`src/hw/sectored_memory_defs.vh`:
```
// Constants of the sectored data memory addressing block
// What this block does
// - Byte-wide sectors, each starting at 00H
// - Sector 4 00H-13H drives display segments
// - General RAM 80H-FFH in sectors 0,1
// - SFRs in sector 0; 40H only sector 1
// - Unused special locations read as 00H
// - Read-only SFRs ignore program writes
// - Indirect ports act on pointed location
// - First indirect port reaches sector 0 only
// - Other ports: low pointer plus sector pointer
// - Indirect ports reached via a pointer read 00H, writes ignored
// - Five pointers are real read/write storage
// - Extended direct addressing prepends sector number
// - Intermediate results land in the accumulator
// - Register-to-register moves go through accumulator
// - PC low write jumps within page
// - PC low jump inserts one dummy cycle
// - Bit set/clear keeps other bits intact
`ifndef SECTORED_MEMORY_DEFS_VH
`define SECTORED_MEMORY_DEFS_VH

// ------------------------------------------------
// Sector map
// ------------------------------------------------
`define SEC_ZERO       8'h00
`define SEC_ONE        8'h01
`define SEC_LCD        8'h04
`define GP_BASE        8'h80
`define LCD_LAST       8'h13
`define LCD_BYTES      20
`define NVM_CTRL_OFS   8'h40

// ------------------------------------------------
// Core registers in sector 0
// ------------------------------------------------
`define OFS_IND_S0     8'h00
`define OFS_PTR_S0     8'h01
`define OFS_IND_A      8'h02
`define OFS_PTR_A_LOW  8'h03
`define OFS_PTR_A_SEC  8'h04
`define OFS_ACC        8'h05
`define OFS_PC_LOW     8'h06
`define OFS_IND_B      8'h07
`define OFS_PTR_B_LOW  8'h08
`define OFS_PTR_B_SEC  8'h09

// ------------------------------------------------
// Reset values
// ------------------------------------------------
`define ACC_RST        8'h00
`define PTR_RST        8'h00
`define LCD_RST        8'h00

// ------------------------------------------------
// Operation codes from the execution core
// ------------------------------------------------
`define OP_NOP         3'h0
`define OP_LOAD        3'h1
`define OP_STORE       3'h2
`define OP_BSET        3'h3
`define OP_BCLR        3'h4
`define OP_INC         3'h5
`define OP_DEC         3'h6
`define OP_ALU         3'h7

`endif

```
`src/hw/sectored_data_memory_addressing.v`:
```
// Data memory address resolution, core registers, display bytes and accumulator
`include "sectored_memory_defs.vh"

module sectored_data_memory_addressing (
   input  wire         sys_clk,
   input  wire         nrst,
   input  wire         req,
   input  wire [2:0]   op,
   input  wire         ext_addr,
   input  wire [7:0]   sector,
   input  wire [7:0]   addr,
   input  wire [2:0]   bit_sel,
   input  wire [7:0]   alu_result,
   input  wire [7:0]   pc_low_now,
   input  wire [7:0]   ext_sfr_rdata,
   input  wire         ext_sfr_hit,
   input  wire         ext_sfr_ro,
   output reg          busy,
   output reg          done,
   output reg  [7:0]   read_data,
   output reg  [7:0]   acc,
   output reg          pc_load,
   output reg  [7:0]   pc_load_value,
   output reg          pc_dummy,
   output reg          ext_sfr_sel,
   output reg          ext_sfr_nvm,
   output reg  [7:0]   ext_sfr_addr,
   output reg  [7:0]   ext_sfr_wdata,
   output reg          ext_sfr_we,
   output wire [159:0] lcd_segments
);

   // ------------------------------------------------
   // Local codes
   // ------------------------------------------------
   localparam [1:0] S_IDLE  = 2'd0;
   localparam [1:0] S_FETCH = 2'd1;
   localparam [1:0] S_EXEC  = 2'd2;
   localparam [1:0] S_DUMMY = 2'd3;

   localparam [2:0] R_NONE = 3'd0;
   localparam [2:0] R_RAM  = 3'd1;
   localparam [2:0] R_LCD  = 3'd2;
   localparam [2:0] R_IND  = 3'd3;
   localparam [2:0] R_CORE = 3'd4;
   localparam [2:0] R_EXT  = 3'd5;
   localparam [2:0] R_NVM  = 3'd6;

   // ------------------------------------------------
   // Reset release
   // ------------------------------------------------
   reg rst_meta;
   reg rst_n;

   always @(posedge sys_clk or negedge nrst) begin
      if (!nrst) begin
         rst_meta <= 1'b0;
         rst_n    <= 1'b0;
      end else begin
         rst_meta <= 1'b1;
         rst_n    <= rst_meta;
      end
   end

   // ------------------------------------------------
   // Region decode, applied to direct and pointed addresses
   // ------------------------------------------------
   function [2:0] region;
      input [7:0] sec;
      input [7:0] off;
      begin
         if ((sec == `SEC_ZERO || sec == `SEC_ONE) && off >= `GP_BASE) begin
            region = R_RAM;
         end else if (sec == `SEC_LCD && off <= `LCD_LAST) begin
            region = R_LCD;
         end else if (sec == `SEC_ZERO &&
                      (off == `OFS_IND_S0 || off == `OFS_IND_A || off == `OFS_IND_B)) begin
            region = R_IND;
         end else if (sec == `SEC_ZERO && off <= `OFS_PTR_B_SEC) begin
            region = R_CORE;
         end else if (sec == `SEC_ZERO) begin
            region = R_EXT;
         end else if (sec == `SEC_ONE && off == `NVM_CTRL_OFS) begin
            region = R_NVM;
         end else begin
            region = R_NONE;
         end
      end
   endfunction

   // ------------------------------------------------
   // State
   // ------------------------------------------------
   reg [1:0] state;
   reg [1:0] next_state;
   reg [2:0] req_op;
   reg [2:0] req_bit;
   reg [7:0] req_alu;
   reg [7:0] tgt_sec;
   reg [7:0] tgt_off;
   reg [2:0] tgt_reg;

   reg [7:0] ptr_s0;
   reg [7:0] ptr_a_low;
   reg [7:0] ptr_a_sec;
   reg [7:0] ptr_b_low;
   reg [7:0] ptr_b_sec;
   reg [7:0] lcd_byte [0:`LCD_BYTES-1];

   wire [7:0] ram_q;

   // ------------------------------------------------
   // Address resolution of an incoming request
   // ------------------------------------------------
   reg  [7:0] dir_sec;
   reg  [7:0] res_sec;
   reg  [7:0] res_off;
   reg  [2:0] dir_reg;

   always @* begin
      dir_sec = ext_addr ? sector : `SEC_ZERO;
      dir_reg = region(dir_sec, addr);
      res_sec = dir_sec;
      res_off = addr;
      if (dir_reg == R_IND) begin
         if (addr == `OFS_IND_S0) begin
            res_sec = `SEC_ZERO;
            res_off = ptr_s0;
         end else if (addr == `OFS_IND_A) begin
            res_sec = ptr_a_sec;
            res_off = ptr_a_low;
         end else begin
            res_sec = ptr_b_sec;
            res_off = ptr_b_low;
         end
      end
   end

   // ------------------------------------------------
   // Current value of the target location
   // ------------------------------------------------
   reg [7:0] cur;

   always @* begin
      cur = 8'h00;
      case (tgt_reg)
         R_RAM:  cur = ram_q;
         R_LCD:  cur = lcd_byte[tgt_off[4:0]];
         R_IND:  cur = 8'h00;
         R_EXT:  cur = ext_sfr_hit ? ext_sfr_rdata : 8'h00;
         R_NVM:  cur = ext_sfr_hit ? ext_sfr_rdata : 8'h00;
         R_CORE: begin
            case (tgt_off)
               `OFS_PTR_S0:    cur = ptr_s0;
               `OFS_PTR_A_LOW: cur = ptr_a_low;
               `OFS_PTR_A_SEC: cur = ptr_a_sec;
               `OFS_PTR_B_LOW: cur = ptr_b_low;
               `OFS_PTR_B_SEC: cur = ptr_b_sec;
               `OFS_ACC:       cur = acc;
               `OFS_PC_LOW:    cur = pc_low_now;
               default:        cur = 8'h00;
            endcase
         end
         default: cur = 8'h00;
      endcase
   end

   // ------------------------------------------------
   // Value written back and write qualifiers
   // ------------------------------------------------
   reg [7:0] wval;
   reg       writes;

   always @* begin
      wval   = cur;
      writes = 1'b1;
      case (req_op)
         `OP_STORE: wval = acc;
         `OP_BSET:  wval = cur | (8'h01 << req_bit);
         `OP_BCLR:  wval = cur & ~(8'h01 << req_bit);
         `OP_INC:   wval = cur + 8'h01;
         `OP_DEC:   wval = cur - 8'h01;
         default:   writes = 1'b0;
      endcase
   end

   wire exec_wr   = (state == S_EXEC) && writes;
   wire core_wr   = exec_wr && (tgt_reg == R_CORE);
   wire pcl_wr    = core_wr && (tgt_off == `OFS_PC_LOW);
   wire ram_we    = exec_wr && (tgt_reg == R_RAM);
   wire needs_rd  = (op != `OP_STORE) && (op != `OP_ALU);

   data_ram u_ram (
      .clk   (sys_clk),
      .we    (ram_we),
      .re    (state == S_FETCH),
      .addr  ({tgt_sec[0], tgt_off[6:0]}),
      .wdata (wval),
      .rdata (ram_q)
   );

   // ------------------------------------------------
   // Sequencer
   // ------------------------------------------------
   always @* begin
      next_state = state;
      case (state)
         S_IDLE: begin
            if (req && op != `OP_NOP) begin
               next_state = needs_rd ? S_FETCH : S_EXEC;
            end
         end
         S_FETCH: next_state = S_EXEC;
         S_EXEC:  next_state = pcl_wr ? S_DUMMY : S_IDLE;
         S_DUMMY: next_state = S_IDLE;
         default: next_state = S_IDLE;
      endcase
   end

   always @(posedge sys_clk or negedge rst_n) begin
      if (!rst_n) begin
         state     <= S_IDLE;
         busy      <= 1'b0;
         done      <= 1'b0;
         req_op    <= `OP_NOP;
         req_bit   <= 3'h0;
         req_alu   <= 8'h00;
         tgt_sec   <= 8'h00;
         tgt_off   <= 8'h00;
         tgt_reg   <= R_NONE;
         read_data <= 8'h00;
      end else begin
         state <= next_state;
         busy  <= (next_state != S_IDLE);
         done  <= (state == S_EXEC && next_state == S_IDLE) || (state == S_DUMMY);
         if (state == S_IDLE && req && op != `OP_NOP) begin
            req_op  <= op;
            req_bit <= bit_sel;
            req_alu <= alu_result;
            tgt_sec <= res_sec;
            tgt_off <= res_off;
            // A pointer aimed back at an indirect port gets nothing
            tgt_reg <= region(res_sec, res_off);
         end
         if (state == S_EXEC && req_op == `OP_LOAD) begin
            read_data <= cur;
         end
      end
   end

   // ------------------------------------------------
   // Accumulator and pointers
   // ------------------------------------------------
   always @(posedge sys_clk or negedge rst_n) begin
      if (!rst_n) begin
         acc       <= `ACC_RST;
         ptr_s0    <= `PTR_RST;
         ptr_a_low <= `PTR_RST;
         ptr_a_sec <= `PTR_RST;
         ptr_b_low <= `PTR_RST;
         ptr_b_sec <= `PTR_RST;
      end else if (state == S_EXEC) begin
         if (req_op == `OP_ALU) begin
            acc <= req_alu;
         end else if (req_op == `OP_LOAD) begin
            acc <= cur;
         end else if (core_wr && tgt_off == `OFS_ACC) begin
            acc <= wval;
         end
         if (core_wr) begin
            case (tgt_off)
               `OFS_PTR_S0:    ptr_s0    <= wval;
               `OFS_PTR_A_LOW: ptr_a_low <= wval;
               `OFS_PTR_A_SEC: ptr_a_sec <= wval;
               `OFS_PTR_B_LOW: ptr_b_low <= wval;
               `OFS_PTR_B_SEC: ptr_b_sec <= wval;
               default: ;
            endcase
         end
      end
   end

   // ------------------------------------------------
   // Program counter low byte
   // ------------------------------------------------
   // The core keeps the upper counter bits, so the jump stays in its page
   always @(posedge sys_clk or negedge rst_n) begin
      if (!rst_n) begin
         pc_load       <= 1'b0;
         pc_load_value <= 8'h00;
         pc_dummy      <= 1'b0;
      end else begin
         pc_load  <= pcl_wr;
         pc_dummy <= pcl_wr;
         if (pcl_wr) begin
            pc_load_value <= wval;
         end
      end
   end

   // ------------------------------------------------
   // Peripheral register port
   // ------------------------------------------------
   // The write strobe lags one cycle; address and data stay put meanwhile
   always @(posedge sys_clk or negedge rst_n) begin
      if (!rst_n) begin
         ext_sfr_sel   <= 1'b0;
         ext_sfr_nvm   <= 1'b0;
         ext_sfr_addr  <= 8'h00;
         ext_sfr_wdata <= 8'h00;
         ext_sfr_we    <= 1'b0;
      end else begin
         if (state == S_IDLE && req && op != `OP_NOP) begin
            ext_sfr_sel  <= (region(res_sec, res_off) == R_EXT) ||
                            (region(res_sec, res_off) == R_NVM);
            ext_sfr_nvm  <= (region(res_sec, res_off) == R_NVM);
            ext_sfr_addr <= res_off;
         end
         if (exec_wr && (tgt_reg == R_EXT || tgt_reg == R_NVM)) begin
            ext_sfr_wdata <= wval;
         end
         ext_sfr_we <= exec_wr && (tgt_reg == R_EXT || tgt_reg == R_NVM) &&
                       ext_sfr_hit && !ext_sfr_ro;
      end
   end

   // ------------------------------------------------
   // Display bytes
   // ------------------------------------------------
   genvar i;
   generate
      for (i = 0; i < `LCD_BYTES; i = i + 1) begin : g_lcd
         always @(posedge sys_clk or negedge rst_n) begin
            if (!rst_n) begin
               lcd_byte[i] <= `LCD_RST;
            end else if (exec_wr && tgt_reg == R_LCD && tgt_off[4:0] == i) begin
               lcd_byte[i] <= wval;
            end
         end
         assign lcd_segments[8*i +: 8] = lcd_byte[i];
      end
   endgenerate

endmodule // sectored_data_memory_addressing

```
`src/hw/data_ram.v`:
```
// General purpose RAM, 256 bytes, registered read data
module data_ram (
   input  wire       clk,
   input  wire       we,
   input  wire       re,
   input  wire [7:0] addr,
   input  wire [7:0] wdata,
   output reg  [7:0] rdata
);
   reg [7:0] mem [0:255];

   always @(posedge clk) begin
      if (we) begin
         mem[addr] <= wdata;
      end
      if (re) begin
         rdata <= mem[addr];
      end
   end
endmodule // data_ram

```
`config.mk`:
```
export PLATFORM = sky130hd
export DESIGN_NAME = sectored_data_memory_addressing
export DESIGN_NICKNAME = d
export VERILOG_FILES = /design/src/hw/sectored_data_memory_addressing.v /design/src/hw/data_ram.v
export VERILOG_INCLUDE_DIRS = /design/src /design/src/hw
export SDC_FILE = /design/constraint.sdc
export NUM_CORES = 2
export LEC_CHECK = 0
export BUFFER_PORTS_ARGS = -buffer_cell sky130_fd_sc_hd__buf_2
export CORE_ASPECT_RATIO = 0.5
export CORE_MARGIN = 1.5
export CORE_UTILIZATION = 55
export DETAILED_ROUTE_END_ITERATION = 6
export MAX_ROUTING_LAYER = met4
export PLACE_DENSITY = 0.72
export SLEW_MARGIN = 20
export SYNTH_ARGS = -nofsm -noshare
export SYNTH_HDL_FRONTEND = slang
export SYNTH_SLANG_ARGS = --single-unit
```
`constraint.sdc`:
```
create_clock -name sys_clk -period 8.75 [get_ports sys_clk]
set_input_delay 1.3125 -clock sys_clk [delete_from_list [all_inputs] [get_ports sys_clk]]
set_output_delay 1.3125 -clock sys_clk [all_outputs]
set_load 0.05 [all_outputs]
```
# Yosys cells after proc, flatten, opt, wreduce, memory -nomap -nowiden
# Memories as Yosys holds them, arrays and structs flattened. A register that Yosys moved wholly into a read port is not among the register bits.
# Index checks and enable logic that the tools add are counted.
# Widths: inputs -> output; s select.
# totals
out_inout_bits,207
input_bits,52
mem_count,1
elab_cells,225
regBits,268
ramBits,2048
# op_classes
mux,37
magnitude_cmp,7
add_sub_neg,2
n_eq_ne,56
bitwise,4
n_shift,1
n_reduce_logical,73
# memory_table
memory,depth,width,rd,rd_ports_with_merged_regs,wr,line,rtl
u_ram.mem,256,8,1,1,1,data_ram.v:10,reg [7:0] mem [0:255];
# op_table
operator,count
$mux 8,13
$eq 8x3->1 const B,7
$pmux 8 s7,1
$logic_and 1x1->1,45
$bmux 8 s5,1
$eq 5x4->1 const B,8
$pmux 8 s5,1
$mux 3,13
$logic_not 8->1,4
$pmux 8 s4,1
$eq 3x3->1 const B,9
$eq 8x1->1 const B,3
$eq 8x2->1 const B,3
$eq 5x3->1 const B,4
$eq 5x5->1 const B,4
$eq 8x4->1 const B,2
$eq 8x7->1 const B,2
$ge 8x8->1 const B,2
$le 8x4->1 const B,2
$le 8x5->1 const B,2
$reduce_and 3->1,5
$eq 3x2->1 const B,4
$eq 5x2->1 const B,2
$logic_or 1x1->1,9
other kinds (25),33

# Depth between registers and ports, before layout
# logic_depth
ltp_word,22
ltp_mapped,20
depth_no_buf,16

# By module
# Synthesis repeated with hierarchy kept, for this count alone.
# hier_totals
cells_unflattened,4812
hier_area_um2,92653.9
# modules_own_cells
module,n_inst,area_each_um2,seq_area_each_um2,cells_each
data_ram,1,78572.9,61739.2,3547
sectored_data_memory_addressing,1,14081.0,6706.4,1265

# Worst setup path after synthesis
# No wires, ideal clock.
# synth_path
path_type,reg2reg
startpoint,register ext_sfr_addr[0] (netlist name)
endpoint,memory u_ram.mem[0][6] (data pin)
path_stages_with_launch,19
n_path_buf,3
setup_ps,774
required_time_ps,7976
path_slack_ps,686
arrival_ps,7291
synth_period_minus_slack_ps,8064
cell_sequence,dfrtp_1 -> buf_6 -> buf_2 -> mux4_2 -> mux4_2 -> inv_1 -> o21ai_0 -> a221o_1 -> ha_1 -> nor2b_1 -> o21ai_0 -> a21boi_0 -> o21ai_0 -> a21boi_0 -> o311ai_0 -> o211a_1 -> a31oi_2 -> buf_2 -> inv_1
# synth_lines
item,line
to (decl),data_ram.v:10

==> impl_results.md <==
- Asr flop ratio synth: 11.5%
- Vias in the first global route: 47.5k
- Peak VDD IR: 0.000341 V
- Die Y: 294 um
- Remaining antenna violation count: 0
- First-pass GRT wire length: 343 mm
- Final wirelength: 238 mm
- Final HPWL from detailed placement: 145 mm
- Final worst path period share: 82.4%
- Total number of vias: 48.5k
- Post-synth top area cell: edfxtp_1
- Largest net degree at the start of global routing: 206
- Fin. max-slew vios: 0
- HP Class: register to async pin
- Crit path cell chain: buf_12 -> nor4bb_2 -> a22oi_1 -> nand3_1 -> a221o_1 -> ha_1 -> nor2b_1 -> o21ai_0 -> a21boi_0 -> o21ai_0 -> a21boi_0 -> o31ai_1 -> a31oi_4 -> inv_8 -> buf_4
- Mapped Area: 93,000 um2
- Skew-Pair Late Insertion Delay: 850 ps
- Io pins: 259
- Syn Inst Count: 4,693
- Final GP Congestion: 0.931
- Core ar.: 168,000 um2
- Critical path buffers and inverters: 3
- Slew HR: 20.2%
- Buffers on Ports: 258
- Total congestion overflow: 0
- Post-CTS setup buffer count: 0
- Area Overhead vs Synth: 10.6%
- CTS tree: built
- Post-cts repair resize count: 0
- Metal1 wirelength: 91.3 mm
- Clk sinks: 2,324
- Prevailing post-synth register cell: edfxtp_1
- Post-synthesis net count: 4,752
- # fillers: 11.4k
- Synth area leaders: edfxtp_1, mux4_2, dfrtp_1, nor2_1, nand2_1
- Clk pin slew, worst setup/hold paths: 80 ps
- Max cap viols: 0
- Max FO, Critical Path: 171
- PwrDens: 296 nW/um2
- Most common cell in the netlist: edfxtp_1
- WS Path Type: register to register
- # setup viols final: 0
- Register bit total from synthesis: 2,324
- Number of synthesized flops with an enable pin: 2,056
- Drt first pass iters: 5
- Routed wire length per instance: 32.3 um
- Synth cell types: 79
- Worst EP arrival: 7720 ps
- Final hold viol count: 0
- CP max-delay cell: nor4bb_2
- CTS H-tree lvls: 4
- Final min period: 7210 ps
- Routed vias/inst: 6.59
- Syn. warnings: 0
- DR iter-0 viols: 6,565
- Setup TNS: 0 ps
- Routed wl met3: 25.1 mm
- Total track usage: 28.8%
- Final Util: 61.4%
- Kind of end point of the critical path: register
- Share of layout cells above drive strength 1: 27.7%
- CP required: 9260 ps
- Initial Util: 55.5%
- Longest Clk Path Bufs: 3
- Clock Skews: 41.5 ps
- Die area: 172,000 um2
- Largest register FFs: 2,048
- Die Wd: 585 um
- Register area: 68,500 um2
- Final nets: 4,985
- Commonest cells in the netlist: edfxtp_1, mux4_2, nor2_1, nand2_1, dfrtp_1
- Top-area cell type share of the netlist area: 66.4%
- CTS Hold Bufs: 0
- Area of the multi-input gates: 23,000 um2
- Syn avg cell area: 19.8 um2
- Status: completed
- DR top layer: met4
- Met2 Wirelength: 114 mm
- Least-Margin Pin Slew: 1190 ps
- RSZ-0062 raised after global routing: false
- Initial antenna violation count: 11
- CP startpoint kind: register
- Sequential share of the synthesized area: 73.6%
- CTS buffer count: 194
- Cell family contributing the most delay on the critical path: compound AO/OA/AOI/OAI gates
- F_max: 139 MHz
- CTS root buf: clkbuf_16
- Core Rows: 106
- Lkg Pwr: 33.0 nW
- Largest Register: u_ram.mem
- Critical path's largest stage delay: 890 ps
- Remaining DRCs: 0
-- stage by stage --
stage | cells | hold WS, ps | setup slack [ps] | cell area (um2) | total power [mW]
6_report | 7359 | 244 | 1540 | 103000 | 30.5
5_1_grt | 7356 | 245 | 1080 | 103000 | 31.4
4_1_cts | 7348 | 205 | 1650 | 103000 | 30.5
3_5_place_dp | 6997 | 239 | 1700 | 96500 | 22.0
3_3_place_gp | 6997 | 231 | 1910 | 96500 | 21.7
2_1_floorplan | 4693 | 331 | 686 | 93000 | 19.6
-- cells by family (layout without fill, tap and decap cells) --
logic type,count (synthesis),after routing,synth area share (%)
simple gates,827,827,3.85
buf+inv,340,728,1.90
xor+xnor,4,4,0.0377
compound gates,434,434,2.91
other cells,1,11,0.00403
flops,2324,2324,73.6
mux,755,755,17.6
fa+ha+maj,8,8,0.113
-- layer usage --
metal	global-route usage [%]	vias up
met5	-	-
met4	8.90	0
met3	6.29	394
met2	44.0	2865
met1	39.5	25700
li1	-	19600
-- worst paths after layout --
| path | from | slack (ps) | end | cells past startpoint |
|---|---|---|---|---|
| setup / recovery | ext_sfr_addr[0] | 1540 | u_ram.mem[165][6] | 15 |
| hold / removal | rst_n | 240 | read_data[7] | 0 |
| setup reg to reg | ext_sfr_addr[0] | 1540 | u_ram.mem[165][6] | 15 |
| hold reg to reg | rst_n | 240 | read_data[7] | 0 |
| max in group asynchronous | rst_n | 7200 | lcd_segments[98] | 1 |
| min in group sys_clk | rst_meta | 350 | rst_n | 0 |
-- worst reg2reg max path, delay by kind of cell, from the launching register on --
family	cells	cell delay, ps
adder cells (fa/ha/maj)	1	330
buffers and inverters	3	2270
AND/OR/NAND/NOR	3	1280
AO/OA/AOI/OAI	8	2190
flip-flops	1	770
-- area by class of cell --
type | count | area share [%]
Clock buffer | 248 | 5.12
Timing Repair Buffer | 341 | 1.96
Tap cell | 2268 | 2.76
Sequential cell | 2324 | 66.6
Multi-Input combinational cell | 2029 | 22.4
Clock inverter | 103 | 0.968
Antenna cell | 10 | 0.0243
Inverter | 36 | 0.190
-- layout by cell type, fill, tap and decap left out, types with 41 or more instances in the layout --
cell	instances
nand3_1	41
clkbuf_16	202
buf_2	258
a21oi_1	94
edfxtp_1	2056
nor2_1	359
nand2_1	271
o21ai_0	177
dfrtp_1	262
buf_4	74
clkbuf_1	41
mux4_2	702
-- power breakdown --
| group | internal [mW] | leakage (nW) | total, mW | switching, mW |
|---|---|---|---|---|
| registers | 14.2 | 21.3 | 14.4 | 0.249 |
| clock network | 4.76 | 3.05 | 8.71 | 3.95 |
| logic | 2.33 | 8.66 | 7.33 | 5.01 |
| total | 21.3 | 33.0 | 30.5 | 9.21 |
No activity file was read; power rests on OpenSTA's default activity.
